[src/hdl/ipa_pkg.sv]
// Package for the interrupt prioritizer: register map, field layout and types
package ipa_pkg;
   localparam int unsigned IPA_NSRC = 6;
   localparam int unsigned IPA_AW   = 4;
   localparam int unsigned IPA_VW   = 8;

   // Register byte offsets on the Wishbone slave
   localparam logic [IPA_AW-1:0] IPA_OFF_CTRL   = 4'h0;
   localparam logic [IPA_AW-1:0] IPA_OFF_MASK   = 4'h4;
   localparam logic [IPA_AW-1:0] IPA_OFF_CAUSE  = 4'h8;
   localparam logic [IPA_AW-1:0] IPA_OFF_SRC    = 4'hc;

   // Control register fields
   localparam int unsigned IPA_CTRL_GATE    = 0;
   localparam int unsigned IPA_CTRL_AUXEN   = 1;
   localparam int unsigned IPA_CTRL_IRQ_LSB = 8;
   localparam int unsigned IPA_CTRL_TRG_LSB = 16;
   localparam int unsigned IPA_CTRL_PRI_LSB = 24;

   // Auxiliary mask and cause bit positions
   localparam int unsigned IPA_BIT_CONV = 5;
   localparam int unsigned IPA_BIT_SUM  = 6;

   // Source register fields: pending flags and status
   localparam int unsigned IPA_SRC_PEND_LSB = 0;
   localparam int unsigned IPA_SRC_ACT_LSB  = 8;
   localparam int unsigned IPA_SRC_VLD      = 16;
   localparam int unsigned IPA_SRC_ID_LSB   = 20;

   localparam logic [7:0] IPA_MASK_RST  = 8'h00;
   localparam logic [7:0] IPA_CTRL8_RST = 8'h00;
   localparam logic [3:0] IPA_ACC_RST   = 4'h8;
   localparam logic [2:0] IPA_AUX_ID    = 3'h6;

   typedef struct packed {
      logic       req;
      logic [2:0] id;
      logic [7:0] vector;
   } ipa_grant_s;

   typedef enum logic [1:0] {
      IPA_IDLE = 2'b00,
      IPA_ISSUE = 2'b01,
      IPA_WAIT = 2'b11
   } ipa_state_e;
endpackage

[src/hdl/ipa_edge_det.sv]
// One source front end: level or edge capture into a pending flag
module ipa_edge_det
   import ipa_pkg::*;
(
   input  wire logic clk_i,
   input  wire logic rst_i,
   input  wire logic src_i,
   input  wire logic edge_mode_i,
   input  wire logic sw_set_i,
   input  wire logic sw_clr_i,
   input  wire logic ack_clr_i,
   output logic      pend_o
);
   logic src_q;
   logic pend_q;

   always_ff @(posedge clk_i) begin
      if (rst_i) begin
         src_q <= 1'b0;
      end else begin
         src_q <= src_i;
      end
   end

   // Set wins over any clear in the same cycle
   always_ff @(posedge clk_i) begin
      if (rst_i) begin
         pend_q <= 1'b0;
      end else if (sw_set_i || (edge_mode_i && src_i && !src_q)) begin
         pend_q <= 1'b1;
      end else if (!edge_mode_i) begin
         pend_q <= src_i && !sw_clr_i;
      end else if (sw_clr_i || ack_clr_i) begin
         pend_q <= 1'b0;
      end
   end

   assign pend_o = pend_q;
endmodule

[src/hdl/ipa_top.sv]
// Interrupt prioritizer with auxiliary merged interrupt, Wishbone registers
//
// Decided for this implementation: the address map and the Wishbone register port.
module ipa_top
   import ipa_pkg::*;
#(
   parameter int unsigned NSRC = IPA_NSRC,
   parameter logic [IPA_VW*IPA_NSRC-1:0] VECTORS = 48'h2b_23_1b_13_0b_03,
   parameter logic [IPA_VW-1:0] AUX_VECTOR = 8'h33
)
(
   input  wire logic                 clk_i,
   input  wire logic                 rst_i,
   input  wire logic [IPA_AW-1:0]    adr_i,
   input  wire logic [31:0]          dat_i,
   input  wire logic                 we_i,
   input  wire logic [3:0]           sel_i,
   input  wire logic                 cyc_i,
   input  wire logic                 stb_i,
   output logic      [31:0]          dat_o,
   output logic                      ack_o,
   input  wire logic [NSRC-1:0]      src_i,
   input  wire logic                 conv_done_i,
   input  wire logic                 result_done_i,
   input  wire logic                 int_ack_i,
   input  wire logic                 reti_i,
   output logic                      irq_req_o,
   output logic      [IPA_VW-1:0]    irq_vector_o,
   output logic      [2:0]           irq_id_o
);
   logic [7:0]      gate_en_q;
   logic [NSRC-1:0] en_q;
   logic [NSRC-1:0] trig_q;
   logic [NSRC-1:0] pri_q;
   logic [7:0]      aux_mask_q;
   logic [7:0]      cause_q;
   logic [3:0]      acc_count_q;
   logic [3:0]      acc_cnt_q;
   logic [NSRC-1:0] pend;
   logic [NSRC-1:0] sw_set;
   logic [NSRC-1:0] sw_clr;
   logic [NSRC-1:0] ack_clr;
   logic [NSRC-1:0] act_lo_q;
   logic [NSRC-1:0] act_hi_q;
   logic            aux_act_q;
   logic            sum_pulse;
   logic            aux_merged_interrupt;
   logic            global_irq_gate;
   logic            aux_irq_enable_bit;
   logic            wr;
   logic            rd_ack;
   ipa_grant_s      pick;
   ipa_grant_s      grant_q;
   ipa_state_e      state_q;
   logic [31:0]     rdata;

   // Writes land on the edge at which the master samples ack high
   assign wr = cyc_i && stb_i && we_i && ack_o;
   assign global_irq_gate    = gate_en_q[IPA_CTRL_GATE];
   assign aux_irq_enable_bit = gate_en_q[IPA_CTRL_AUXEN];

   // Wishbone slave: one wait state, ack lasts one cycle
   always_ff @(posedge clk_i) begin
      if (rst_i) begin
         ack_o <= 1'b0;
      end else begin
         ack_o <= cyc_i && stb_i && !ack_o;
      end
   end
   assign rd_ack = cyc_i && stb_i && !we_i && !ack_o;

   always_ff @(posedge clk_i) begin
      if (rst_i) begin
         gate_en_q <= IPA_CTRL8_RST;
         en_q      <= '0;
         trig_q    <= '0;
         pri_q     <= '0;
      end else if (wr && adr_i == IPA_OFF_CTRL) begin
         if (sel_i[0]) gate_en_q <= dat_i[7:0];
         if (sel_i[1]) en_q   <= dat_i[IPA_CTRL_IRQ_LSB +: NSRC];
         if (sel_i[2]) trig_q <= dat_i[IPA_CTRL_TRG_LSB +: NSRC];
         if (sel_i[3]) pri_q  <= dat_i[IPA_CTRL_PRI_LSB +: NSRC];
      end
   end

   // Auxiliary enable mask; bits 3:0 of byte 1 set the accumulation count
   always_ff @(posedge clk_i) begin
      if (rst_i) begin
         aux_mask_q  <= IPA_MASK_RST;
         acc_count_q <= IPA_ACC_RST;
      end else if (wr && adr_i == IPA_OFF_MASK) begin
         if (sel_i[0]) aux_mask_q  <= dat_i[7:0];
         if (sel_i[1]) acc_count_q <= dat_i[11:8];
      end
   end

   // Counts conversion results and pulses when the set count is reached
   always_ff @(posedge clk_i) begin
      if (rst_i) begin
         acc_cnt_q <= '0;
      end else if (result_done_i) begin
         if (acc_cnt_q + 4'h1 >= acc_count_q) begin
            acc_cnt_q <= '0;
         end else begin
            acc_cnt_q <= acc_cnt_q + 4'h1;
         end
      end
   end
   assign sum_pulse = result_done_i && (acc_cnt_q + 4'h1 >= acc_count_q);

   // Cause flags: write one to clear, a new event wins over the clear
   always_ff @(posedge clk_i) begin
      if (rst_i) begin
         cause_q <= '0;
      end else begin
         for (int i = 0; i < 8; i++) begin
            if ((i == IPA_BIT_CONV && conv_done_i) || (i == IPA_BIT_SUM && sum_pulse)) begin
               cause_q[i] <= 1'b1;
            end else if (wr && adr_i == IPA_OFF_CAUSE && sel_i[0] && dat_i[i]) begin
               cause_q[i] <= 1'b0;
            end
         end
      end
   end

   // Merged auxiliary request, independent of the global gate
   assign aux_merged_interrupt = aux_irq_enable_bit &&
                                 |(cause_q & aux_mask_q);

   always_comb begin
      sw_set = '0;
      sw_clr = '0;
      if (wr && adr_i == IPA_OFF_SRC && sel_i[0]) begin
         sw_set = dat_i[IPA_SRC_PEND_LSB +: NSRC];
         sw_clr = ~dat_i[IPA_SRC_PEND_LSB +: NSRC];
      end
   end

   always_comb begin
      ack_clr = '0;
      if (state_q == IPA_ISSUE && int_ack_i && grant_q.id != IPA_AUX_ID) begin
         ack_clr[grant_q.id] = 1'b1;
      end
   end

   for (genvar g = 0; g < NSRC; g++) begin : g_src
      ipa_edge_det u_det (
         .clk_i       (clk_i),
         .rst_i       (rst_i),
         .src_i       (src_i[g]),
         .edge_mode_i (trig_q[g]),
         .sw_set_i    (sw_set[g]),
         .sw_clr_i    (sw_clr[g]),
         .ack_clr_i   (ack_clr[g]),
         .pend_o      (pend[g])
      );
   end

   // Selection: auxiliary first, then high level, then low, lowest index wins
   always_comb begin
      pick = '0;
      if (aux_merged_interrupt && !aux_act_q) begin
         pick.req    = 1'b1;
         pick.id     = IPA_AUX_ID;
         pick.vector = AUX_VECTOR;
      end else if (global_irq_gate && !aux_act_q) begin
         for (int i = NSRC - 1; i >= 0; i--) begin
            if (pend[i] && en_q[i] && pri_q[i] && act_hi_q == '0) begin
               pick.req    = 1'b1;
               pick.id     = 3'(i);
               pick.vector = VECTORS[i*IPA_VW +: IPA_VW];
            end
         end
         if (!pick.req && act_hi_q == '0 && act_lo_q == '0) begin
            for (int i = NSRC - 1; i >= 0; i--) begin
               if (pend[i] && en_q[i] && !pri_q[i]) begin
                  pick.req    = 1'b1;
                  pick.id     = 3'(i);
                  pick.vector = VECTORS[i*IPA_VW +: IPA_VW];
               end
            end
         end
      end
   end

   // Request is held to the core until it acknowledges, or dropped when nothing is picked any more
   always_ff @(posedge clk_i) begin
      if (rst_i) begin
         state_q <= IPA_IDLE;
         grant_q <= '0;
      end else begin
         unique case (state_q)
            IPA_IDLE: begin
               if (pick.req) begin
                  state_q <= IPA_ISSUE;
                  grant_q <= pick;
               end
            end
            IPA_ISSUE: begin
               if (int_ack_i) begin
                  state_q <= IPA_WAIT;
                  grant_q.req <= 1'b0;
               end else if (!pick.req) begin
                  state_q <= IPA_IDLE;
                  grant_q.req <= 1'b0;
               end else begin
                  grant_q <= pick;
               end
            end
            IPA_WAIT: begin
               state_q <= IPA_IDLE;
            end
         endcase
      end
   end

   // In-service tracking, most recent level is ended by return
   always_ff @(posedge clk_i) begin
      if (rst_i) begin
         act_lo_q  <= '0;
         act_hi_q  <= '0;
         aux_act_q <= 1'b0;
      end else if (state_q == IPA_ISSUE && int_ack_i) begin
         if (grant_q.id == IPA_AUX_ID) begin
            aux_act_q <= 1'b1;
         end else if (pri_q[grant_q.id]) begin
            act_hi_q[grant_q.id] <= 1'b1;
         end else begin
            act_lo_q[grant_q.id] <= 1'b1;
         end
      end else if (reti_i) begin
         if (aux_act_q) begin
            aux_act_q <= 1'b0;
         end else if (act_hi_q != '0) begin
            act_hi_q <= '0;
         end else begin
            act_lo_q <= '0;
         end
      end
   end

   always_comb begin
      rdata = '0;
      unique case (adr_i)
         IPA_OFF_CTRL: begin
            rdata[7:0] = gate_en_q;
            rdata[IPA_CTRL_IRQ_LSB +: NSRC] = en_q;
            rdata[IPA_CTRL_TRG_LSB +: NSRC] = trig_q;
            rdata[IPA_CTRL_PRI_LSB +: NSRC] = pri_q;
         end
         IPA_OFF_MASK: rdata[11:0] = {acc_count_q, aux_mask_q};
         IPA_OFF_CAUSE: rdata[7:0] = cause_q;
         IPA_OFF_SRC: begin
            rdata[IPA_SRC_PEND_LSB +: NSRC] = pend;
            rdata[IPA_SRC_ACT_LSB +: NSRC]  = act_lo_q | act_hi_q;
            rdata[IPA_SRC_VLD]              = aux_act_q;
            rdata[IPA_SRC_ID_LSB +: 3]      = grant_q.id;
         end
         default: rdata = '0;
      endcase
   end

   always_ff @(posedge clk_i) begin
      if (rst_i) begin
         dat_o <= '0;
      end else if (rd_ack) begin
         dat_o <= rdata;
      end
   end

   assign irq_req_o    = grant_q.req;
   assign irq_vector_o = grant_q.vector;
   assign irq_id_o     = grant_q.id;
endmodule

[config.mk]
export PLATFORM = sky130hd
export DESIGN_NAME = ipa_top
export DESIGN_NICKNAME = d
export VERILOG_FILES = /design/src/hdl/ipa_pkg.sv /design/src/hdl/ipa_edge_det.sv /design/src/hdl/ipa_top.sv
export SDC_FILE = /design/constraint.sdc
export NUM_CORES = 1
export LEC_CHECK = 0
export BUFFER_PORTS_ARGS = -buffer_cell sky130_fd_sc_hd__buf_2
export CAP_MARGIN = 25
export CORE_MARGIN = 3
export CORE_UTILIZATION = 50
export CTS_BUF_LIST = sky130_fd_sc_hd__clkbuf_16
export CTS_CLUSTER_SIZE = 28
export DETAILED_ROUTE_END_ITERATION = 6
export PLACE_DENSITY = 0.75
export SYNTH_ARGS = -nofsm -noshare
export SYNTH_HDL_FRONTEND = slang
export SYNTH_SLANG_ARGS = --single-unit
[constraint.sdc]
create_clock -name clk_i -period 4.7 [get_ports clk_i]
set_clock_uncertainty 0.1 [all_clocks]
set_input_delay 1.175 -clock clk_i [delete_from_list [all_inputs] [get_ports clk_i]]
set_output_delay 1.175 -clock clk_i [all_outputs]
set_load 0.02 [all_outputs]
==> impl_metrics.tcl, run 1 <==
set metrics [dict create \
    status "finished clean" \
    vias 4405 \
    row_count 34 \
    cp.buffers_inverters 2 \
    antenna_found_initial 0 \
    endpoint "pri_q[3]" \
    fin_crit_ps 2939 \
    required_ps 4780 \
    relSlewSlack 0.3852 \
    max_stage_delay_ps 540 \
    fp.coreArea_mm2 0.008934 \
    insertion_delay_ps 340 \
    grt_pass1_wl_um 20220 \
    arrival_ps 3020 \
    pwr_density_cell_mw_per_mm2 332.2 \
    synth.area.top_cells "dfxtp_1, nand2_1, a21oi_1" \
    setup.worst_path.start "adr_i[1]" \
    cts_root_buf "clkbuf_16" \
    ys_ff_latch 104 \
    cap_violations 0 \
    crit_chain "buf_2, or2_1, nor3_2, buf_4, and2_1, nand2_1, nand2_1, a21oi_1" \
    yosysWarnings 0 \
    vias_per_cell 5.945 \
    r2r-end "act_lo_q[3]" \
    cts_hold_buf 0 \
    tightest_slew_ps 922.2 \
    grt_pass1_vias 4075 \
    yosysTopAreaCell "dfxtp_1" \
    yosys.area.top_type_share 0.4410 \
    fin_util 0.6132 \
    synth_edf_count 0 \
    synthArstFlopShare 0 \
    critical_path_class "input port to register" \
    dominantRegCellSynth "dfxtp_1" \
    cp.depth 8 \
    drive_gt1_frac 0.1817 \
    gr-total-overflow 0 \
    die_area_mm2 0.01064 \
    ctsResizeCount 0 \
    hold_viol 0 \
    rrSetupSlack_ps 2380 \
    syn_inst 562 \
    hold_start "dat_o[18]" \
    regArea_mm2 0.002082 \
    multi_input_area_mm2 0.002431 \
    syn_to_final_growth_pct 16.03 \
    firstDrtPassIters 5 \
    worstSetupStartpointType "input port" \
    cts_sinks 104 \
    max_freq_mhz 340.2 \
    syn_area_per_cell_um2 8.400 \
    numCtsBuffers 9 \
    crit_top_cell "nand2_1" \
    fin_crit_sh 0.6253 \
    finalSetupViolCount 0 \
    io_pins 100 \
    fin_nets 688 \
    wl_per_cell_um 16.68 \
    hold_class "register to register" \
    critPathCaptureType "register" \
    cp_top_family "simple AND/OR/NAND/NOR gates" \
    ir_drop_uv 226.1 \
    rsz0062_at_grt "false" \
    fin_setup_tns_ps 0 \
    drc_errors 0 \
    num_antenna_cells 0 \
    tritoncts "built" \
    nFillCells 821 \
    cts_setup_buffers 0 \
    dp_hpwl_um 9085 \
    h-tree-depth 3 \
    io_buffers 85 \
    maxSlewViolCount 0 \
    syn_area_mm2 0.004721 \
    cts.clk_slew.worst_paths_ps 70 \
    start_util 0.5284 \
    gp_congestion 0.9169 \
    clk_path_buf_depth 2 \
    critPathSlowestCell "and2_1" \
    seq_area_frac_synth 0.4410 \
    wirelength_um 12360 \
    postRouteAntennaNets 0 \
    leakagePower_nw 2.262 \
    ys_types 58 \
    grt_usage 0.2432 \
    die_x_um 103.2 \
    die_h_um 103.2 \
    r2r-start "irq_id_o[1]" \
    grt_max_degree 88 \
    worstPathMaxFanout 24 \
    ff2ff_path_depth 5 \
    drt_iter0_drc 270 \
]
logic make-up after synthesis:
kind of cell    share of synthesized area
compound gates                     0.1943
xor+xnor                         0.009278
fa+ha+maj                         0.01325
buf+inv                           0.05062
flops                              0.4410
mux                               0.05168
other cells                     0.0007944
simple gates                       0.2391
power breakdown:
group	switching (mW)	internal, mW
Clock	0.343	0.473
Combinational	0.0664	0.0378
Sequential	0.00875	0.891
state kept, by name, indices dropped and copies added, names as in the netlist, 6 cells and up:
signal	flops
aux_mask_q	8
g_src.u_det.pend_o	6
gate_en_q	8
pri_q	6
act_hi_q	6
g_src.u_det.src_q	6
trig_q	6
act_lo_q	6
dat_o	27
en_q	6
per-stage QoR:
| step | setup WS, ps | power, mW | cell area (µm²) | hold slack [ps] | cells |
|---|---|---|---|---|---|
| 6_report | 1761 | 1.820 | 5478 | 349.7 | 741 |
| 2_1_floorplan | 2020 | 0.9845 | 4747 | 333.4 | 569 |
| 4_1_cts | 1789 | 1.829 | 5463 | 351.1 | 740 |
| 3_5_place_dp | 1458 | 1.023 | 5137 | 340.7 | 724 |
| 5_1_grt | 1604 | 1.888 | 5478 | 372.8 | 741 |
| 3_3_place_gp | 1467 | 1.021 | 5137 | 338.3 | 724 |
cell usage in the layout (no fill, tap or decap), types with 5 or more instances in the layout:
cell type  instances
mux2i_1           21
a21oi_1           49
dfxtp_1          104
ha_1               5
nand4_1           14
buf_2             85
buf_4              5
clkbuf_16          9
conb_1             8
a22oi_1           13
a22o_1            15
nor2_1            51
nand2_1           77
nor3_1             8
o211ai_1           8
a31oi_1            9
o21ai_0           19
nand3_1           46
inv_1              7
nor2b_1           11
cell usage after synthesis (2+ instances only):
cell type  number
a211oi_1        2
a21o_1          3
a21oi_1        49
a221oi_1        4
a22o_1         15
a22oi_1        13
a31oi_1         9
and2_1          3
and3_1          2
and3b_1         3
buf_1           2
buf_2           2
buf_4          13
clkbuf_1       26
dfxtp_1       104
ha_1            5
inv_1           7
mux2i_1        21
nand2_1        77
nand2b_1        4
nand3_1        46
nand3b_1        4
nand4_1        14
nor2_1         51
nor2b_1        11
nor3_1          9
nor3b_1         2
o211ai_1        8
o21ai_0        19
o21ai_1         2
or2_1           2
xnor2_1         2
xor2_1          3
final cells by class:
type	count	area share
Clock buffer	9	0.04111
Inverter	7	0.004797
Clock inverter	7	0.01827
Timing Repair Buffer	91	0.08725
Multi-Input combinational cell	415	0.4438
Sequential cell	104	0.3801
Tap cell	108	0.02467
per-layer routing:
| metal | track usage | share of wire |
|---|---|---|
| met3 | 0.04533 | 0.060 |
| met1 | 0.3291 | 0.44 |
| met5 | 0 | 0 |
| met2 | 0.3888 | 0.47 |
| met4 | 0.08765 | 0.026 |
tightest hold or removal path: cells and delay by family (launching register included):
kind / cells / cell delay, ps
flip-flops: 1 / 310
AND/OR/NAND/NOR: 1 / 50
AO/OA/AOI/OAI: 1 / 50
worst min-delay path by stage:
stage	endpoint	slack [ps]	cells past startpoint
2_1_floorplan	gate_en_q[5]	330	2
3_3_place_gp	dat_o[18]	340	2
3_5_place_dp	dat_o[18]	340	2
4_1_cts	dat_o[18]	350	2
5_1_grt	dat_o[18]	370	2
6_report	dat_o[18]	350	2
Note: power is estimated with default switching activity, not from simulation.
==> run 2, diff against run 1 <==
ABC_AREA = 1   (was not set)
PLACE_DENSITY = 0.78   (was 0.75)
clock period = 2.6 ns   (was 4.7 ns; I/O delays follow)
==> impl_metrics.tcl, run 2 <==
set metrics [dict create \
    status "finished clean" \
    antenna_found_initial 0 \
    critical_path_class "register to register" \
    grt_util_met2 0.3912 \
    yosys-top-cells-count "nand2_1, dfxtp_1, inv_1" \
    cts_hold_buf 0 \
    pwr_density_cell_mw_per_mm2 549.7 \
    clk_path_buf_depth 2 \
    fin_nets 824 \
    syn_area_mm2 0.004957 \
    rsz0062_at_grt "false" \
    max_stage_delay_ps 350 \
    yosysMostFrequentCell "nand2_1" \
    synth.area.top_cells "dfxtp_1, nand2_1, a21oi_1" \
    dpl_cell_area_mm2 0.005451 \
    crit_chain "ha_1, ha_1, a21boi_0, o21a_1, o21a_1, o21ai_0, nand2_1, a211oi_1" \
    dominantRegCellSynth "dfxtp_1" \
    yosys.area.top_type_share 0.4200 \
    grtUsageMet1 0.3243 \
    relSlewSlack 0.5752 \
    fin_setup_tns_ps 0 \
    busiest_layer "met2" \
    fin_crit_ps 2238 \
    max_freq_mhz 446.8 \
    largest_reg_flops 27 \
    synth_edf_count 0 \
    vias_per_cell 5.361 \
    yosysTopAreaCell "dfxtp_1" \
    gr-total-overflow 0 \
    wirelength_um 13310 \
    vias 4809 \
    required_ps 2760 \
    cp.buffers_inverters 0 \
    r2r-start "acc_cnt_q[0]" \
    tightest_slew_ps 636.5 \
    final_common_cell "nand2_1" \
    rrSetupSlack_ps 360 \
    fin_crit_sh 0.8608 \
    finalSetupViolCount 0 \
    cts_root_buf "clkbuf_16" \
    hold_viol 0 \
    io_pins 100 \
    syn_to_final_growth_pct 15.75 \
    numCtsBuffers 9 \
    r2r-end "acc_cnt_q[3]" \
    leakagePower_nw 2.539 \
    gr-usage-met3 0.04348 \
    grt_usage 0.2400 \
    whs_endpoint "dat_o[19]" \
    insertion_delay_ps 340 \
    syn_area_per_cell_um2 7.247 \
    hold_class "register to register" \
    p_switching_uw 733.3 \
    top_regs "dat_o (27), aux_mask_q (8), gate_en_q (8)" \
    h-tree-depth 3 \
    arrival_ps 2400 \
    gp_congestion 0.9227 \
    worstSetupStartpointType "register" \
    drive_gt1_frac 0.1888 \
    cp_top_family "compound AO/OA/AOI/OAI gates" \
    ctsResizeCount 0 \
    firstDrtPassIters 5 \
    tritoncts "built" \
    place_inst 882 \
    ir_drop_uv 386.9 \
    grt_pass1_wl_um 21640 \
    wl_per_cell_um 14.84 \
    regMostFlops "dat_o" \
    seq_area_frac_synth 0.4200 \
    fp.coreArea_mm2 0.009415 \
    maxSlewViolCount 0 \
    io_buffers 85 \
    ff2ff_path_depth 8 \
    p_seq_frac 0.516 \
    yosysWarnings 0 \
    internal_power_mw 2.421 \
    critPathSlowestCell "dfxtp_1" \
    die_h_um 105.6 \
    swShare 0.2325 \
    cts_sinks 104 \
    cts_setup_buffers 0 \
    dp_hpwl_um 10040 \
    pwr-share-comb 0.064 \
    power.share.clock 0.420 \
    ys_types 44 \
    die_area_mm2 0.01115 \
    cap_violations 0 \
    grt_max_degree 53 \
    cts.clk_slew.worst_paths_ps 70 \
    drc_errors 0 \
    layout_common_cells "nand2_1, dfxtp_1, buf_2" \
    worstPathMaxFanout 4 \
    syn_inst 684 \
    die_x_um 105.6 \
    ys_ff_latch 104 \
    synthArstFlopShare 0 \
    fin_cells 897 \
    min_path_cells 2 \
    start_util 0.5265 \
    num_antenna_cells 0 \
    row_count 35 \
    critPathCaptureType "register" \
    fin_area_mm2 0.005738 \
    drt_iter0_drc 316 \
    grt_pass1_vias 4495 \
    hold_start "dat_o[19]" \
    postRouteAntennaNets 0 \
]
[run 2: layout make-up]
cell class / count / area, µm²
fillers: 860 / 3677
multi-input cells: 466 / 2374
flip-flops and latches: 104 / 2082
repair buffers: 96 / 508.0
inverters: 87 / 326.6
clock buffers: 9 / 225.2
well taps: 129 / 161.4
clock inverters: 6 / 61.31
[run 2: tightest hold or removal path: cells and delay by family, from the launching register on]
kind / cells / cell delay [ps]
DFF: 1 / 310
and+or+nand+nor: 1 / 60
AOI/OAI and AO/OA: 1 / 50
[run 2: power groups by stage]
stage / Sequential (mW) / Combinational [mW] / Clock, mW
CTS: 1.63 / 0.202 / 1.34
detailed placement: 1.66 / 0.201 / 0
global placement: 1.66 / 0.194 / 0
global route: 1.63 / 0.226 / 1.41
floorplan: 1.66 / 0.129 / 0
finish: 1.63 / 0.203 / 1.32
[run 2: kinds of logic (layout without fill, tap and decap cells)]
family,after synthesis,count (layout),share of synthesized area
buffers and inverters,121,198,0.1065
xor gates and xnor gates,3,3,0.005301
DFF,104,104,0.4200
and+or+nand+nor,285,285,0.2630
other,1,8,0.0007565
AOI/OAI and AO/OA,165,165,0.1918
adders and majority gates,5,5,0.01262
[run 2: how the worst max path moves through the flow]
stage / to / slack [ps] / depth (start not counted) / startpoint
finish: acc_cnt_q[3] / 360 / 8 / acc_cnt_q[0]
global route: acc_cnt_q[3] / 120 / 8 / acc_cnt_q[0]
CTS: acc_cnt_q[3] / 320 / 8 / acc_cnt_q[0]
detailed placement: pri_q[4] / 280 / 9 / adr_i[1]
global placement: g_src[4].u_det.pend_o / 330 / 10 / we_i
floorplan: pri_q[1] / 610 / 9 / adr_i[1]
[run 2: through the flow]
step	util	worst slack (ps)	hold WS [ps]	power, mW
final	0.6094	361.8	364.2	3.154
after global routing	0.6094	124.9	384.1	3.260
after CTS	0.6094	320.6	363.8	3.167
after detailed placement	0.5790	283.4	342.1	1.864
after global placement	0.5790	331.7	336.8	1.856
after floorplan	-	614.1	329.7	1.789
[run 2: metal layers]
metal | vias up | part of all wire
li1 | 2372 | -
met1 | 2214 | 0.43
met2 | 199 | 0.47
met3 | 24 | 0.074
met4 | 0 | 0.019
met5 | - | 0
